<file path="src/rst_pkg.sv">
package rst_pkg;

    // bus decode
    localparam int ADDR_W = 12;
    localparam logic [11:0] OFS_NMI_FLAGS = 12'h000;
    localparam logic [11:0] OFS_NMI_CLEAR = 12'h004;
    localparam logic [11:0] OFS_NMI_FORCE = 12'h008;
    localparam logic [11:0] OFS_NMI_WD_CTRL = 12'h00C;
    localparam logic [11:0] OFS_NMI_WD_PERIOD = 12'h010;
    localparam logic [11:0] OFS_CTL_RESET_CONFIG = 12'h014;
    localparam logic [11:0] OFS_CTL_RESET_STATUS = 12'h018;
    localparam logic [11:0] OFS_PERIPH_SOFT_RESET = 12'h01C;
    localparam logic [11:0] OFS_DEVICE_CONFIG = 12'h020;
    localparam logic [11:0] OFS_HOST_RESET_CAUSE = 12'h024;
    localparam logic [11:0] OFS_DEVICE_CONFIG_STATUS = 12'h028;

    // field positions
    localparam int NMI_SRC_W = 7;
    localparam int WD_CTRL_DISABLE_BIT = 0;
    localparam int CFG_CTL_SEL_BIT = 0;
    localparam int CFG_ANALOG_BUS_BIT = 1;
    localparam int CFG_PROPAGATE_BIT = 2;
    localparam int CAUSE_EXT_BIT = 0;
    localparam int CAUSE_POR_BIT = 1;
    localparam int CAUSE_WD0_BIT = 2;
    localparam int CAUSE_WD1_BIT = 3;
    localparam int CAUSE_SW_BIT = 4;
    localparam int STS_ANALOG_BUS_BIT = 0;
    localparam int STS_MAIN_PIN_BIT = 1;
    localparam int PERIPH_N = 8;
    localparam int WD_W = 16;

    // reset values
    localparam logic [2:0] CFG_RST = 3'h0;
    localparam logic [15:0] WD_PERIOD_RST = 16'h0400;
    localparam logic [4:0] CAUSE_RST = 5'h02;
    localparam logic [7:0] DEVCFG_RST = 8'hFF;

    // timing
    localparam int CLK_PERIOD_PS = 4000;
    localparam int PIN_PULSE_NS = 1000;
    localparam int PIN_PULSE_CYCLES = (PIN_PULSE_NS * 1000 + CLK_PERIOD_PS - 1) / CLK_PERIOD_PS;
    localparam int WD_RST_NS = 100;
    localparam int WD_RST_CYCLES = (WD_RST_NS * 1000 + CLK_PERIOD_PS - 1) / CLK_PERIOD_PS;
    localparam int PULSE_W = 9;

    // critical condition inputs of the control-side nmi logic
    typedef struct packed {
        logic host_selftest_err;
        logic ctl_selftest_err;
        logic vector_fetch_err;
        logic flash_uncorrectable;
        logic ram_uncorrectable;
        logic analog_bus_err;
        logic osc_missing;
    } nmi_src_t;

    // selective reset configuration
    typedef struct packed {
        logic propagate_en;
        logic analog_bus_reset;
        logic ctl_sel_reset_bit;
    } ctl_reset_config_t;

    typedef enum logic [1:0] {
        WD_IDLE = 2'b00,
        WD_COUNT = 2'b01,
        WD_FIRE = 2'b10
    } wd_state_t;

endpackage

</file>
<file path="src/dual_core_reset_nmi_router.sv">
`timescale 1ns/1ps

module reset_sync (
    input wire logic pclk,
    input wire logic arst_n,
    output logic rst_n
);
    logic meta_q;
    logic sync_q;

    // async assert, two-stage synchronous release
    always_ff @(posedge pclk or negedge arst_n) begin
        if (!arst_n) begin
            meta_q <= 1'b0;
            sync_q <= 1'b0;
        end else begin
            meta_q <= 1'b1;
            sync_q <= meta_q;
        end
    end

    assign rst_n = sync_q;
endmodule

module dual_core_reset_nmi_router (
    input wire logic pclk,
    input wire logic presetn,
    input wire logic [rst_pkg::ADDR_W-1:0] paddr,
    input wire logic psel,
    input wire logic penable,
    input wire logic pwrite,
    input wire logic [31:0] pwdata,
    output logic [31:0] prdata,
    output logic pready,
    output logic pslverr,
    input wire rst_pkg::nmi_src_t nmi_src,
    input wire logic main_reset_pin_n_in,
    output logic main_reset_pin_n_out,
    output logic main_reset_pin_n_oe,
    input wire logic analog_reset_pin_n_in,
    output logic analog_reset_pin_n_out,
    output logic analog_reset_pin_n_oe,
    input wire logic host_vmon_trip,
    input wire logic analog_vmon_trip,
    input wire logic host_wd0_timeout,
    input wire logic host_wd1_timeout,
    input wire logic host_nmi_wd_timeout,
    input wire logic soft_reset_req,
    input wire logic debug_reset_req,
    output logic ctl_nmi_irq,
    output logic ctl_nmi_wd_event,
    output logic ctl_nmi_wd_reset,
    output logic host_sys_reset_n,
    output logic ext_periph_iface_reset_n,
    output logic ctl_cpu_reset_in_n,
    output logic ctl_sys_reset_n,
    output logic shared_reset_n,
    output logic analog_reset_n,
    output logic analog_bus_reset_n,
    output logic [rst_pkg::PERIPH_N-1:0] periph_reset_n
);
    import rst_pkg::*;

    logic [NMI_SRC_W-1:0] flags_q, flags_d;
    logic irq_q, irq_d;
    wd_state_t wd_state_q, wd_state_d;
    logic [WD_W-1:0] wd_cnt_q, wd_cnt_d;
    logic [WD_W-1:0] wd_period_q, wd_period_d;
    logic wd_event_q, wd_event_d;
    logic wd_rst_q, wd_rst_d;
    ctl_reset_config_t cfg_q, cfg_d;
    logic [PERIPH_N-1:0] soft_q, soft_d;
    logic [PERIPH_N-1:0] devcfg_q, devcfg_d;
    logic [4:0] cause_q, cause_d;
    logic [PULSE_W-1:0] main_cnt_q, main_cnt_d;
    logic [PULSE_W-1:0] ana_cnt_q, ana_cnt_d;
    logic main_oe_q, main_oe_d;
    logic ana_oe_q, ana_oe_d;
    logic host_req_q, host_req_d;
    logic ctl_req_q, ctl_req_d;
    logic shr_req_q, shr_req_d;
    logic ana_req_q, ana_req_d;
    logic bus_req_q, bus_req_d;
    logic [PERIPH_N-1:0] periph_q, periph_d;
    logic [31:0] rdata_q, rdata_d;
    logic ready_q, ready_d;
    logic err_q, err_d;
    logic setup, wr_acc, wr_clr, wr_frc, wr_wdc;
    logic host_rst_sync, ctl_cpu_sync, ctl_sys_sync, shr_sync, ana_sync, bus_sync;
    logic soft_or_dbg;
    logic main_trig;

    // apb strobes; writes land in the access phase
    assign setup = psel && !penable;
    assign wr_acc = psel && penable && ready_q && pwrite;
    assign wr_clr = wr_acc && (paddr == OFS_NMI_CLEAR);
    assign wr_frc = wr_acc && (paddr == OFS_NMI_FORCE);
    assign wr_wdc = wr_acc && (paddr == OFS_NMI_WD_CTRL);
    assign soft_or_dbg = soft_reset_req || debug_reset_req;
    assign main_trig = host_vmon_trip || host_wd0_timeout || host_wd1_timeout || host_nmi_wd_timeout;

    // nmi flags: set beats clear, force sets
    always_comb begin
        flags_d = flags_q;
        if (wr_clr) begin
            flags_d = flags_d & ~pwdata[NMI_SRC_W-1:0];
        end
        if (wr_frc) begin
            flags_d = flags_d | pwdata[NMI_SRC_W-1:0];
        end
        flags_d = flags_d | nmi_src;
        irq_d = |flags_d;
    end

    always_ff @(posedge pclk or negedge presetn) begin
        if (!presetn) begin
            flags_q <= '0;
            irq_q <= 1'b0;
        end else begin
            flags_q <= flags_d;
            irq_q <= irq_d;
        end
    end

    // control-side nmi watchdog
    always_comb begin
        wd_state_d = wd_state_q;
        wd_cnt_d = wd_cnt_q;
        wd_event_d = 1'b0;
        wd_rst_d = 1'b0;
        case (wd_state_q)
            WD_IDLE: begin
                if (irq_d && !irq_q) begin
                    wd_state_d = WD_COUNT;
                    wd_cnt_d = wd_period_q;
                    wd_event_d = 1'b1;
                end
            end
            WD_COUNT: begin
                if (wr_wdc && pwdata[WD_CTRL_DISABLE_BIT]) begin
                    wd_state_d = WD_IDLE;
                end else if (wd_cnt_q <= 16'h0001) begin
                    wd_state_d = WD_FIRE;
                    wd_cnt_d = WD_W'(WD_RST_CYCLES);
                    wd_rst_d = 1'b1;
                end else begin
                    wd_cnt_d = wd_cnt_q - 16'h0001;
                end
            end
            WD_FIRE: begin
                if (wd_cnt_q <= 16'h0001) begin
                    wd_state_d = WD_IDLE;
                end else begin
                    wd_cnt_d = wd_cnt_q - 16'h0001;
                    wd_rst_d = 1'b1;
                end
            end
            default: begin
                wd_state_d = WD_IDLE;
            end
        endcase
    end

    always_ff @(posedge pclk or negedge presetn) begin
        if (!presetn) begin
            wd_state_q <= WD_IDLE;
            wd_cnt_q <= '0;
            wd_event_q <= 1'b0;
            wd_rst_q <= 1'b0;
        end else begin
            wd_state_q <= wd_state_d;
            wd_cnt_q <= wd_cnt_d;
            wd_event_q <= wd_event_d;
            wd_rst_q <= wd_rst_d;
        end
    end

    // software registers and reset cause
    always_comb begin
        wd_period_d = wd_period_q;
        cfg_d = cfg_q;
        soft_d = soft_q;
        devcfg_d = devcfg_q;
        cause_d = cause_q;
        if (wr_acc) begin
            case (paddr)
                OFS_NMI_WD_PERIOD: wd_period_d = pwdata[WD_W-1:0];
                OFS_CTL_RESET_CONFIG: cfg_d = pwdata[2:0];
                OFS_PERIPH_SOFT_RESET: soft_d = pwdata[PERIPH_N-1:0];
                OFS_DEVICE_CONFIG: devcfg_d = pwdata[PERIPH_N-1:0];
                OFS_HOST_RESET_CAUSE: cause_d = cause_q & ~pwdata[4:0];
                default: cause_d = cause_q;
            endcase
        end
        // new causes win over a clearing write
        if (!main_reset_pin_n_in) cause_d[CAUSE_EXT_BIT] = 1'b1;
        if (host_vmon_trip) cause_d[CAUSE_POR_BIT] = 1'b1;
        if (host_wd0_timeout) cause_d[CAUSE_WD0_BIT] = 1'b1;
        if (host_wd1_timeout) cause_d[CAUSE_WD1_BIT] = 1'b1;
        if (soft_reset_req) cause_d[CAUSE_SW_BIT] = 1'b1;
    end

    always_ff @(posedge pclk or negedge presetn) begin
        if (!presetn) begin
            wd_period_q <= WD_PERIOD_RST;
            cfg_q <= CFG_RST;
            soft_q <= '0;
            devcfg_q <= DEVCFG_RST;
            cause_q <= CAUSE_RST;
        end else begin
            wd_period_q <= wd_period_d;
            cfg_q <= cfg_d;
            soft_q <= soft_d;
            devcfg_q <= devcfg_d;
            cause_q <= cause_d;
        end
    end

    // open-drain pin pulse stretchers
    always_comb begin
        main_cnt_d = main_cnt_q;
        ana_cnt_d = ana_cnt_q;
        if (main_trig) begin
            main_cnt_d = PULSE_W'(PIN_PULSE_CYCLES);
        end else if (main_cnt_q != '0) begin
            main_cnt_d = main_cnt_q - 1'b1;
        end
        if (analog_vmon_trip) begin
            ana_cnt_d = PULSE_W'(PIN_PULSE_CYCLES);
        end else if (ana_cnt_q != '0) begin
            ana_cnt_d = ana_cnt_q - 1'b1;
        end
        main_oe_d = main_cnt_d != '0;
        ana_oe_d = ana_cnt_d != '0;
    end

    always_ff @(posedge pclk or negedge presetn) begin
        if (!presetn) begin
            main_cnt_q <= '0;
            ana_cnt_q <= '0;
            main_oe_q <= 1'b0;
            ana_oe_q <= 1'b0;
        end else begin
            main_cnt_q <= main_cnt_d;
            ana_cnt_q <= ana_cnt_d;
            main_oe_q <= main_oe_d;
            ana_oe_q <= ana_oe_d;
        end
    end

    // registered reset requests keep glitches off the async clears
    always_comb begin
        host_req_d = !main_reset_pin_n_in || host_wd0_timeout || host_wd1_timeout
            || host_nmi_wd_timeout || soft_or_dbg;
        ctl_req_d = !main_reset_pin_n_in || wd_rst_q || (soft_or_dbg && cfg_q.propagate_en)
            || cfg_q.ctl_sel_reset_bit;
        shr_req_d = !main_reset_pin_n_in || (soft_or_dbg && cfg_q.propagate_en);
        ana_req_d = shr_req_d || cfg_q.analog_bus_reset || !analog_reset_pin_n_in;
        bus_req_d = cfg_q.analog_bus_reset;
        periph_d = {PERIPH_N{host_rst_sync}} & ~(soft_q & devcfg_q);
    end

    always_ff @(posedge pclk or negedge presetn) begin
        if (!presetn) begin
            host_req_q <= 1'b0;
            ctl_req_q <= 1'b0;
            shr_req_q <= 1'b0;
            ana_req_q <= 1'b0;
            bus_req_q <= 1'b0;
            periph_q <= '0;
        end else begin
            host_req_q <= host_req_d;
            ctl_req_q <= ctl_req_d;
            shr_req_q <= shr_req_d;
            ana_req_q <= ana_req_d;
            bus_req_q <= bus_req_d;
            periph_q <= periph_d;
        end
    end

    // reset domains: async assert, sync release
    reset_sync u_host (.pclk(pclk), .arst_n(presetn && !host_req_q), .rst_n(host_rst_sync));
    reset_sync u_ctl_cpu (.pclk(pclk), .arst_n(presetn && !ctl_req_q), .rst_n(ctl_cpu_sync));
    reset_sync u_ctl_sys (.pclk(pclk), .arst_n(ctl_cpu_sync), .rst_n(ctl_sys_sync));
    reset_sync u_shared (.pclk(pclk), .arst_n(presetn && !shr_req_q), .rst_n(shr_sync));
    reset_sync u_analog (.pclk(pclk), .arst_n(presetn && !ana_req_q), .rst_n(ana_sync));
    reset_sync u_bus (.pclk(pclk), .arst_n(presetn && !bus_req_q), .rst_n(bus_sync));

    // apb read data and handshake, no wait states
    always_comb begin
        rdata_d = '0;
        err_d = 1'b0;
        ready_d = setup;
        if (setup) begin
            case (paddr)
                OFS_NMI_FLAGS: rdata_d = 32'(flags_q);
                OFS_NMI_CLEAR: rdata_d = '0;
                OFS_NMI_FORCE: rdata_d = '0;
                OFS_NMI_WD_CTRL: rdata_d = 32'(wd_state_q);
                OFS_NMI_WD_PERIOD: rdata_d = 32'(wd_period_q);
                OFS_CTL_RESET_CONFIG: rdata_d = 32'(cfg_q);
                OFS_CTL_RESET_STATUS: rdata_d = 32'(!ctl_sys_sync);
                OFS_PERIPH_SOFT_RESET: rdata_d = 32'(soft_q);
                OFS_DEVICE_CONFIG: rdata_d = 32'(devcfg_q);
                OFS_HOST_RESET_CAUSE: rdata_d = 32'(cause_q);
                OFS_DEVICE_CONFIG_STATUS: rdata_d = 32'({main_reset_pin_n_in, bus_sync});
                default: err_d = 1'b1;
            endcase
        end
    end

    always_ff @(posedge pclk or negedge presetn) begin
        if (!presetn) begin
            rdata_q <= '0;
            ready_q <= 1'b0;
            err_q <= 1'b0;
        end else begin
            rdata_q <= rdata_d;
            ready_q <= ready_d;
            err_q <= err_d;
        end
    end

    assign prdata = rdata_q;
    assign pready = ready_q;
    assign pslverr = err_q;
    assign ctl_nmi_irq = irq_q;
    assign ctl_nmi_wd_event = wd_event_q;
    assign ctl_nmi_wd_reset = wd_rst_q;
    assign main_reset_pin_n_out = !main_oe_q;
    assign main_reset_pin_n_oe = main_oe_q;
    assign analog_reset_pin_n_out = !ana_oe_q;
    assign analog_reset_pin_n_oe = ana_oe_q;
    assign host_sys_reset_n = host_rst_sync;
    assign ext_periph_iface_reset_n = host_rst_sync;
    assign ctl_cpu_reset_in_n = ctl_cpu_sync;
    assign ctl_sys_reset_n = ctl_sys_sync;
    assign shared_reset_n = shr_sync;
    assign analog_reset_n = ana_sync;
    assign analog_bus_reset_n = bus_sync;
    assign periph_reset_n = periph_q;

    // checks
    property p_irq;
        @(posedge pclk) disable iff (!presetn) (nmi_src != '0) |=> ctl_nmi_irq;
    endproperty
    a_irq: assert property (p_irq) else $error("nmi not raised");

    property p_clear;
        @(posedge pclk) disable iff (!presetn)
            (wr_clr && pwdata[0] && !wr_frc && !nmi_src[0]) |=> !flags_q[0];
    endproperty
    a_clear: assert property (p_clear) else $error("flag not cleared");

    property p_force;
        @(posedge pclk) disable iff (!presetn) (wr_frc && pwdata[3]) |=> flags_q[3] ##1 ctl_nmi_irq;
    endproperty
    a_force: assert property (p_force) else $error("force failed");

    property p_wd_fire;
        @(posedge pclk) disable iff (!presetn)
            (wd_state_q == WD_COUNT && wd_cnt_q == 16'h0001 && !wr_wdc) |=> ctl_nmi_wd_reset ##2 !ctl_cpu_reset_in_n;
    endproperty
    a_wd_fire: assert property (p_wd_fire) else $error("watchdog reset missing");

    property p_main_pulse;
        @(posedge pclk) disable iff (!presetn) main_trig |=> (main_reset_pin_n_oe && !main_reset_pin_n_out) [*8];
    endproperty
    a_main_pulse: assert property (p_main_pulse) else $error("main pin pulse short");

    property p_host_soft;
        @(posedge pclk) disable iff (!presetn) soft_reset_req |-> ##[1:3] !host_sys_reset_n;
    endproperty
    a_host_soft: assert property (p_host_soft) else $error("host reset missing");

    property p_pin_ctl;
        @(posedge pclk) disable iff (!presetn) !main_reset_pin_n_in |-> ##[1:3] (!ctl_cpu_reset_in_n && !shared_reset_n);
    endproperty
    a_pin_ctl: assert property (p_pin_ctl) else $error("pin reset not routed");

    property p_gate;
        @(posedge pclk) disable iff (!presetn)
            ($past(soft_or_dbg) && !$past(cfg_q.propagate_en) && main_reset_pin_n_in && $past(main_reset_pin_n_in)
             && !$past(cfg_q.ctl_sel_reset_bit) && !$past(wd_rst_q)) |-> !ctl_req_q;
    endproperty
    a_gate: assert property (p_gate) else $error("ungated soft reset");

    property p_cause;
        @(posedge pclk) disable iff (!presetn) host_wd0_timeout |=> cause_q[CAUSE_WD0_BIT];
    endproperty
    a_cause: assert property (p_cause) else $error("cause not recorded");

    c_wd_fire: cover property (@(posedge pclk) disable iff (!presetn) $rose(ctl_nmi_wd_reset));
    c_force: cover property (@(posedge pclk) disable iff (!presetn) wr_frc ##1 ctl_nmi_irq);
    c_pulse: cover property (@(posedge pclk) disable iff (!presetn) $rose(main_reset_pin_n_oe));
    c_sel: cover property (@(posedge pclk) disable iff (!presetn) cfg_q.ctl_sel_reset_bit ##3 !ctl_sys_reset_n);
endmodule

</file>
<file path="config.mk">
export PLATFORM = sky130hd
export DESIGN_NAME = dual_core_reset_nmi_router
export DESIGN_NICKNAME = d
export VERILOG_FILES = /design/src/rst_pkg.sv /design/src/dual_core_reset_nmi_router.sv
export SDC_FILE = /design/constraint.sdc
export NUM_CORES = 1
export LEC_CHECK = 0
export BUFFER_PORTS_ARGS = -buffer_cell sky130_fd_sc_hd__buf_2
export CELL_PAD_IN_SITES_DETAIL_PLACEMENT = 0
export CELL_PAD_IN_SITES_GLOBAL_PLACEMENT = 1
export CORE_UTILIZATION = 45
export CTS_BUF_LIST = sky130_fd_sc_hd__clkbuf_2
export DETAILED_ROUTE_END_ITERATION = 7
export PLACE_DENSITY_LB_ADDON = 0.2
export SLEW_MARGIN = 20
export SYNTH_ARGS = -nofsm -noshare
export SYNTH_HDL_FRONTEND = slang
export SYNTH_SLANG_ARGS = --single-unit
</file>
<file path="constraint.sdc">
create_clock -name pclk -period 1.71 [get_ports pclk]
set_clock_uncertainty 0.05 [all_clocks]
set_input_delay 0 -clock pclk [delete_from_list [all_inputs] [get_ports pclk]]
set_output_delay 0 -clock pclk [all_outputs]
set_load 0.03 [all_outputs]
</file>
==> impl_summary.md <==
Status
The run finished, with violations left. The checks that failed: hold timing, setup timing.

Drt
The count of antenna-violating nets left after detailed routing is 0. The average vias per placed instance is 5.323. The count of routing violations after the opening detailed-route iteration is 399. After detailed routing, the average wire length per cell comes to 17.34 µm.

The first detailed-routing pass took 5 iterations. For this block, the routed nets add up to 18780 µm of wire. For this run, design rule violations remaining after detail routing come to 0. The final route contains 5765 vias.

Synth
Among all flip-flop cells after synthesis, the most frequent one is dfrtp_1. The count of synthesis-stage warnings from yosys is 0. In the post-synthesis netlist, the biggest area contributors are dfrtp_1 (50%), mux2_2 (6.5%), dfstp_2 (4.3%). In this run, synthesis produced a sequential element count of 131. The synthesized design contains 0 enable-type register cells. After synthesis, the most frequently instantiated cells are dfrtp_1 (121), a21oi_1 (46), nor2_1 (43). The cell count after synthesis is 558. The dominant cell by count in the synthesized netlist is dfrtp_1. The library cell occupying the most area in the post-synthesis netlist is dfrtp_1. In this run the mean area of a mapped cell was 10.91 µm².

The netlist area before placement is 0.006090 mm². The number of distinct library cells after synthesis is 62. Of the synthesized area, sequential elements account for 0.5404. The fraction of registers with async set/reset is 1.000. Of the post-synthesis cell area, the dominant cell type holds 0.4972.

STA
The achievable frequency is 361.4 MHz. The worst slew margin relative to its limit is 0.6104. The final number of max-transition violations was 0.

Hold timing on the final database bottoms out at a slack of -0.09693 ns. Setup repair after global routing could not meet its margin everywhere. Setup violations remaining at the end of the flow were counted as 82.

The post-route minimum period is 2.767 ns. The number of hold violations in the final report is 7. The slew of the pin with the lowest slew margin is 0.5844 ns. In the post-route analysis, the smallest setup slack over all paths is -1.057 ns.

The final cycle utilization of the critical path is 1.618.

Clock network
The TritonCTS clock tree is yes. The number of CTS-inserted buffers is 17. Counting every sink on the clock net gives 131. The H-tree was split into 4 levels. Counting along the longest clock path gives a buffer depth of 2. Clock latency on the worst-skew pair, taken at its later pin, is 0.74 ns.

The cell chosen for the clock root is clkbuf_2. Clock-pin slew was measured on the worst setup and hold paths at 0.20 ns.

Floorplanning
The floorplan step set the die width to 118.3 µm. The area of the core is 0.01324 mm². The die covers 0.01400 mm². For this design the top-level I/O count stands at 121. The starting density of the core is 0.4598. The die extent in y is 118.3 µm. The number of placement rows is 42.

Hold path
Along the worst hold path, the cell count comes to 6. The worst hold path begins at pwrite. The tightest min-delay check is of the primary input to register type.

The worst hold endpoint is flags_q[0].

Cells and area
The finished cells cover 0.009691 mm². The share of cells above drive strength 1 is 0.4719. The signed area change from the synthesized netlist to the final layout is 59.13%. 0 antenna diodes ended up in the layout. The final layout contains 967 nets.

Power and ir drop
The completed layout was analyzed and its total power is 9741 µW. Of the total power, the clock network draws 0.213. The highest ir drop seen on vdd is 0.0005300 V. The internal power of the cells is 6147 µW.

The switching power summed over all nets is 3594 µW. The share of total power dissipated in sequential elements is 0.352. In this run the static leakage power is 0.004468 µW.

In this run the power density over the cells is 1005 mW/mm². Of the total power, the share spent switching nets is 0.3689. The share of total power dissipated in combinational logic is 0.434.

Place
Summed over all nets, the half-perimeter wirelength after detailed placement is 11540 µm. The placer congestion estimate is 0.8473. During placement, the flow inserted port buffers numbering 88. Summing all placed instances gives a cell area of 0.007883 mm². Before CTS, the worst setup slack after placement is -1.268 ns.

Global route
The number of antenna violations at the first check in global routing is 0. The sum of overflow across all layers after global routing is 0. Across every metal layer, demand over resource in global routing totals 0.2698. The via count of the first global-routing pass was 5817. The first-pass GRT wire length is 28920 µm.

The pin count of the biggest net entering global routing is 62.

Setup path
The worst register-to-register path begins at ana_cnt_q[6]. STA classifies the critical path endpoint as a register. The slack of the worst reg-to-reg path is -1.06 ns. The data required time at the worst endpoint is 2.28 ns. The worst path arrival time is 3.34 ns.

The critical path in this run is classified as register to register. The worst reg2reg path endpoint is analog_reset_pin_n_oe. The largest fanout of any net on the critical path is 3. The launching element type of the critical path is a register. Measured in cells, the most critical reg-to-reg path has a length of 8.

Job
Across the run, the number of max-cap violations was 0.
## final cells by class
cell class | count | area [µm²]
well taps | 176 | 220.2
repair buffers | 328 | 2611
fillers | 938 | 3552
inverters | 30 | 112.6
clock inverters | 15 | 181.4
flip-flops and latches | 131 | 3293
multi-input cells | 386 | 3187
clock buffers | 17 | 85.08
## per-stage QoR
stage,hold slack (ns),setup TNS (ns),instances,util
finish,-0.09693,-28.26,1083,0.7318
floorplan,-0.3456,-45.27,578,-
CTS,-0.1614,-28.03,1084,0.7134
global placement,-0.1351,-52.70,948,0.5952
global route,-0.1679,-34.57,1083,0.7318
detailed placement,-0.1338,-55.82,948,0.5952
## worst max-delay path by stage
stage,start,endpoint
2_1_floorplan,pready,wd_cnt_q[0]
3_3_place_gp,paddr[7],wd_cnt_q[1]
3_5_place_dp,paddr[7],wd_cnt_q[1]
4_1_cts,main_cnt_q[0],main_reset_pin_n_oe
5_1_grt,ana_cnt_q[6],analog_reset_pin_n_oe
6_report,ana_cnt_q[6],analog_reset_pin_n_oe
## state kept, by name (all words and copies together) (netlist names), 2 cells and up
name and count:
prdata 16, wd_cnt_q 16, wd_period_q 16, ana_cnt_q 9
main_cnt_q 9, devcfg_q 8, periph_reset_n 8, soft_q 8
flags_q 7, cause_q 5, cfg_q 2, wd_state_q 2
## cell families (layout without fill, tap and decap cells)
| group | Yosys count | after routing | share of synthesized area |
|---|---|---|---|
| flops | 131 | 131 | 0.5404 |
| compound gates | 137 | 137 | 0.1514 |
| simple gates | 170 | 170 | 0.1525 |
| fa+ha+maj | 8 | 8 | 0.01644 |
| other cells | 2 | 22 | 0.001233 |
| xor+xnor | 9 | 9 | 0.01295 |
| buf+inv | 61 | 390 | 0.04972 |
| mux | 40 | 40 | 0.07541 |
## critical path, cell delays in order, from the launching register on
cell	delay (ns)
dfrtp_1	0.42
or4_4	0.54
or3_4	0.36
nor2_4	0.15
nor4_4	0.06
xnor2_1	0.16
nand2b_1	0.10
or4_1	0.51
or3_1	0.32
## metal layers
| metal | global-route usage | share of wire |
|---|---|---|
| met4 | 0.09455 | 0.011 |
| met1 | 0.3343 | 0.42 |
| met3 | 0.05454 | 0.046 |
| met5 | 0 | 0 |
| met2 | 0.4669 | 0.53 |
## power by group through the flow
stage / Combinational, µW / Sequential (µW) / Clock [µW]
floorplan: 1950 / 3540 / 0
global placement: 3350 / 3460 / 0
detailed placement: 3420 / 3470 / 0
CTS: 3840 / 3420 / 2120
global route: 4580 / 3450 / 2270
finish: 4230 / 3430 / 2080
## repair_timing
| action | CTS | global route |
|---|---|---|
| pin swaps | 36 | 35 |
| hold buffers | 72 | 2 |
| gates resized for setup | 70 | 91 |
| setup buffers | 35 | 16 |
| gates cloned | 3 | 0 |
| setup endpoints to repair | 66 | 100 |
| hold endpoints to repair | 232 | 31 |
## layout by cell type, fill, tap and decap left out, types with 10 or more instances in the layout
| cell type | instances |
|---|---|
| mux2_4 | 38 |
| dlygate4sd3_1 | 70 |
| a21oi_1 | 30 |
| clkbuf_2 | 17 |
| o21ai_0 | 14 |
| nand2b_1 | 11 |
| conb_1 | 22 |
| dfrtp_1 | 119 |
| buf_4 | 130 |
| nor2_1 | 35 |
| buf_2 | 88 |
| dfstp_2 | 10 |
| nor3_1 | 12 |
| buf_6 | 33 |
| inv_1 | 27 |
| a21oi_2 | 14 |
| nand2_1 | 22 |
Note: power is estimated with default switching activity, not from simulation.
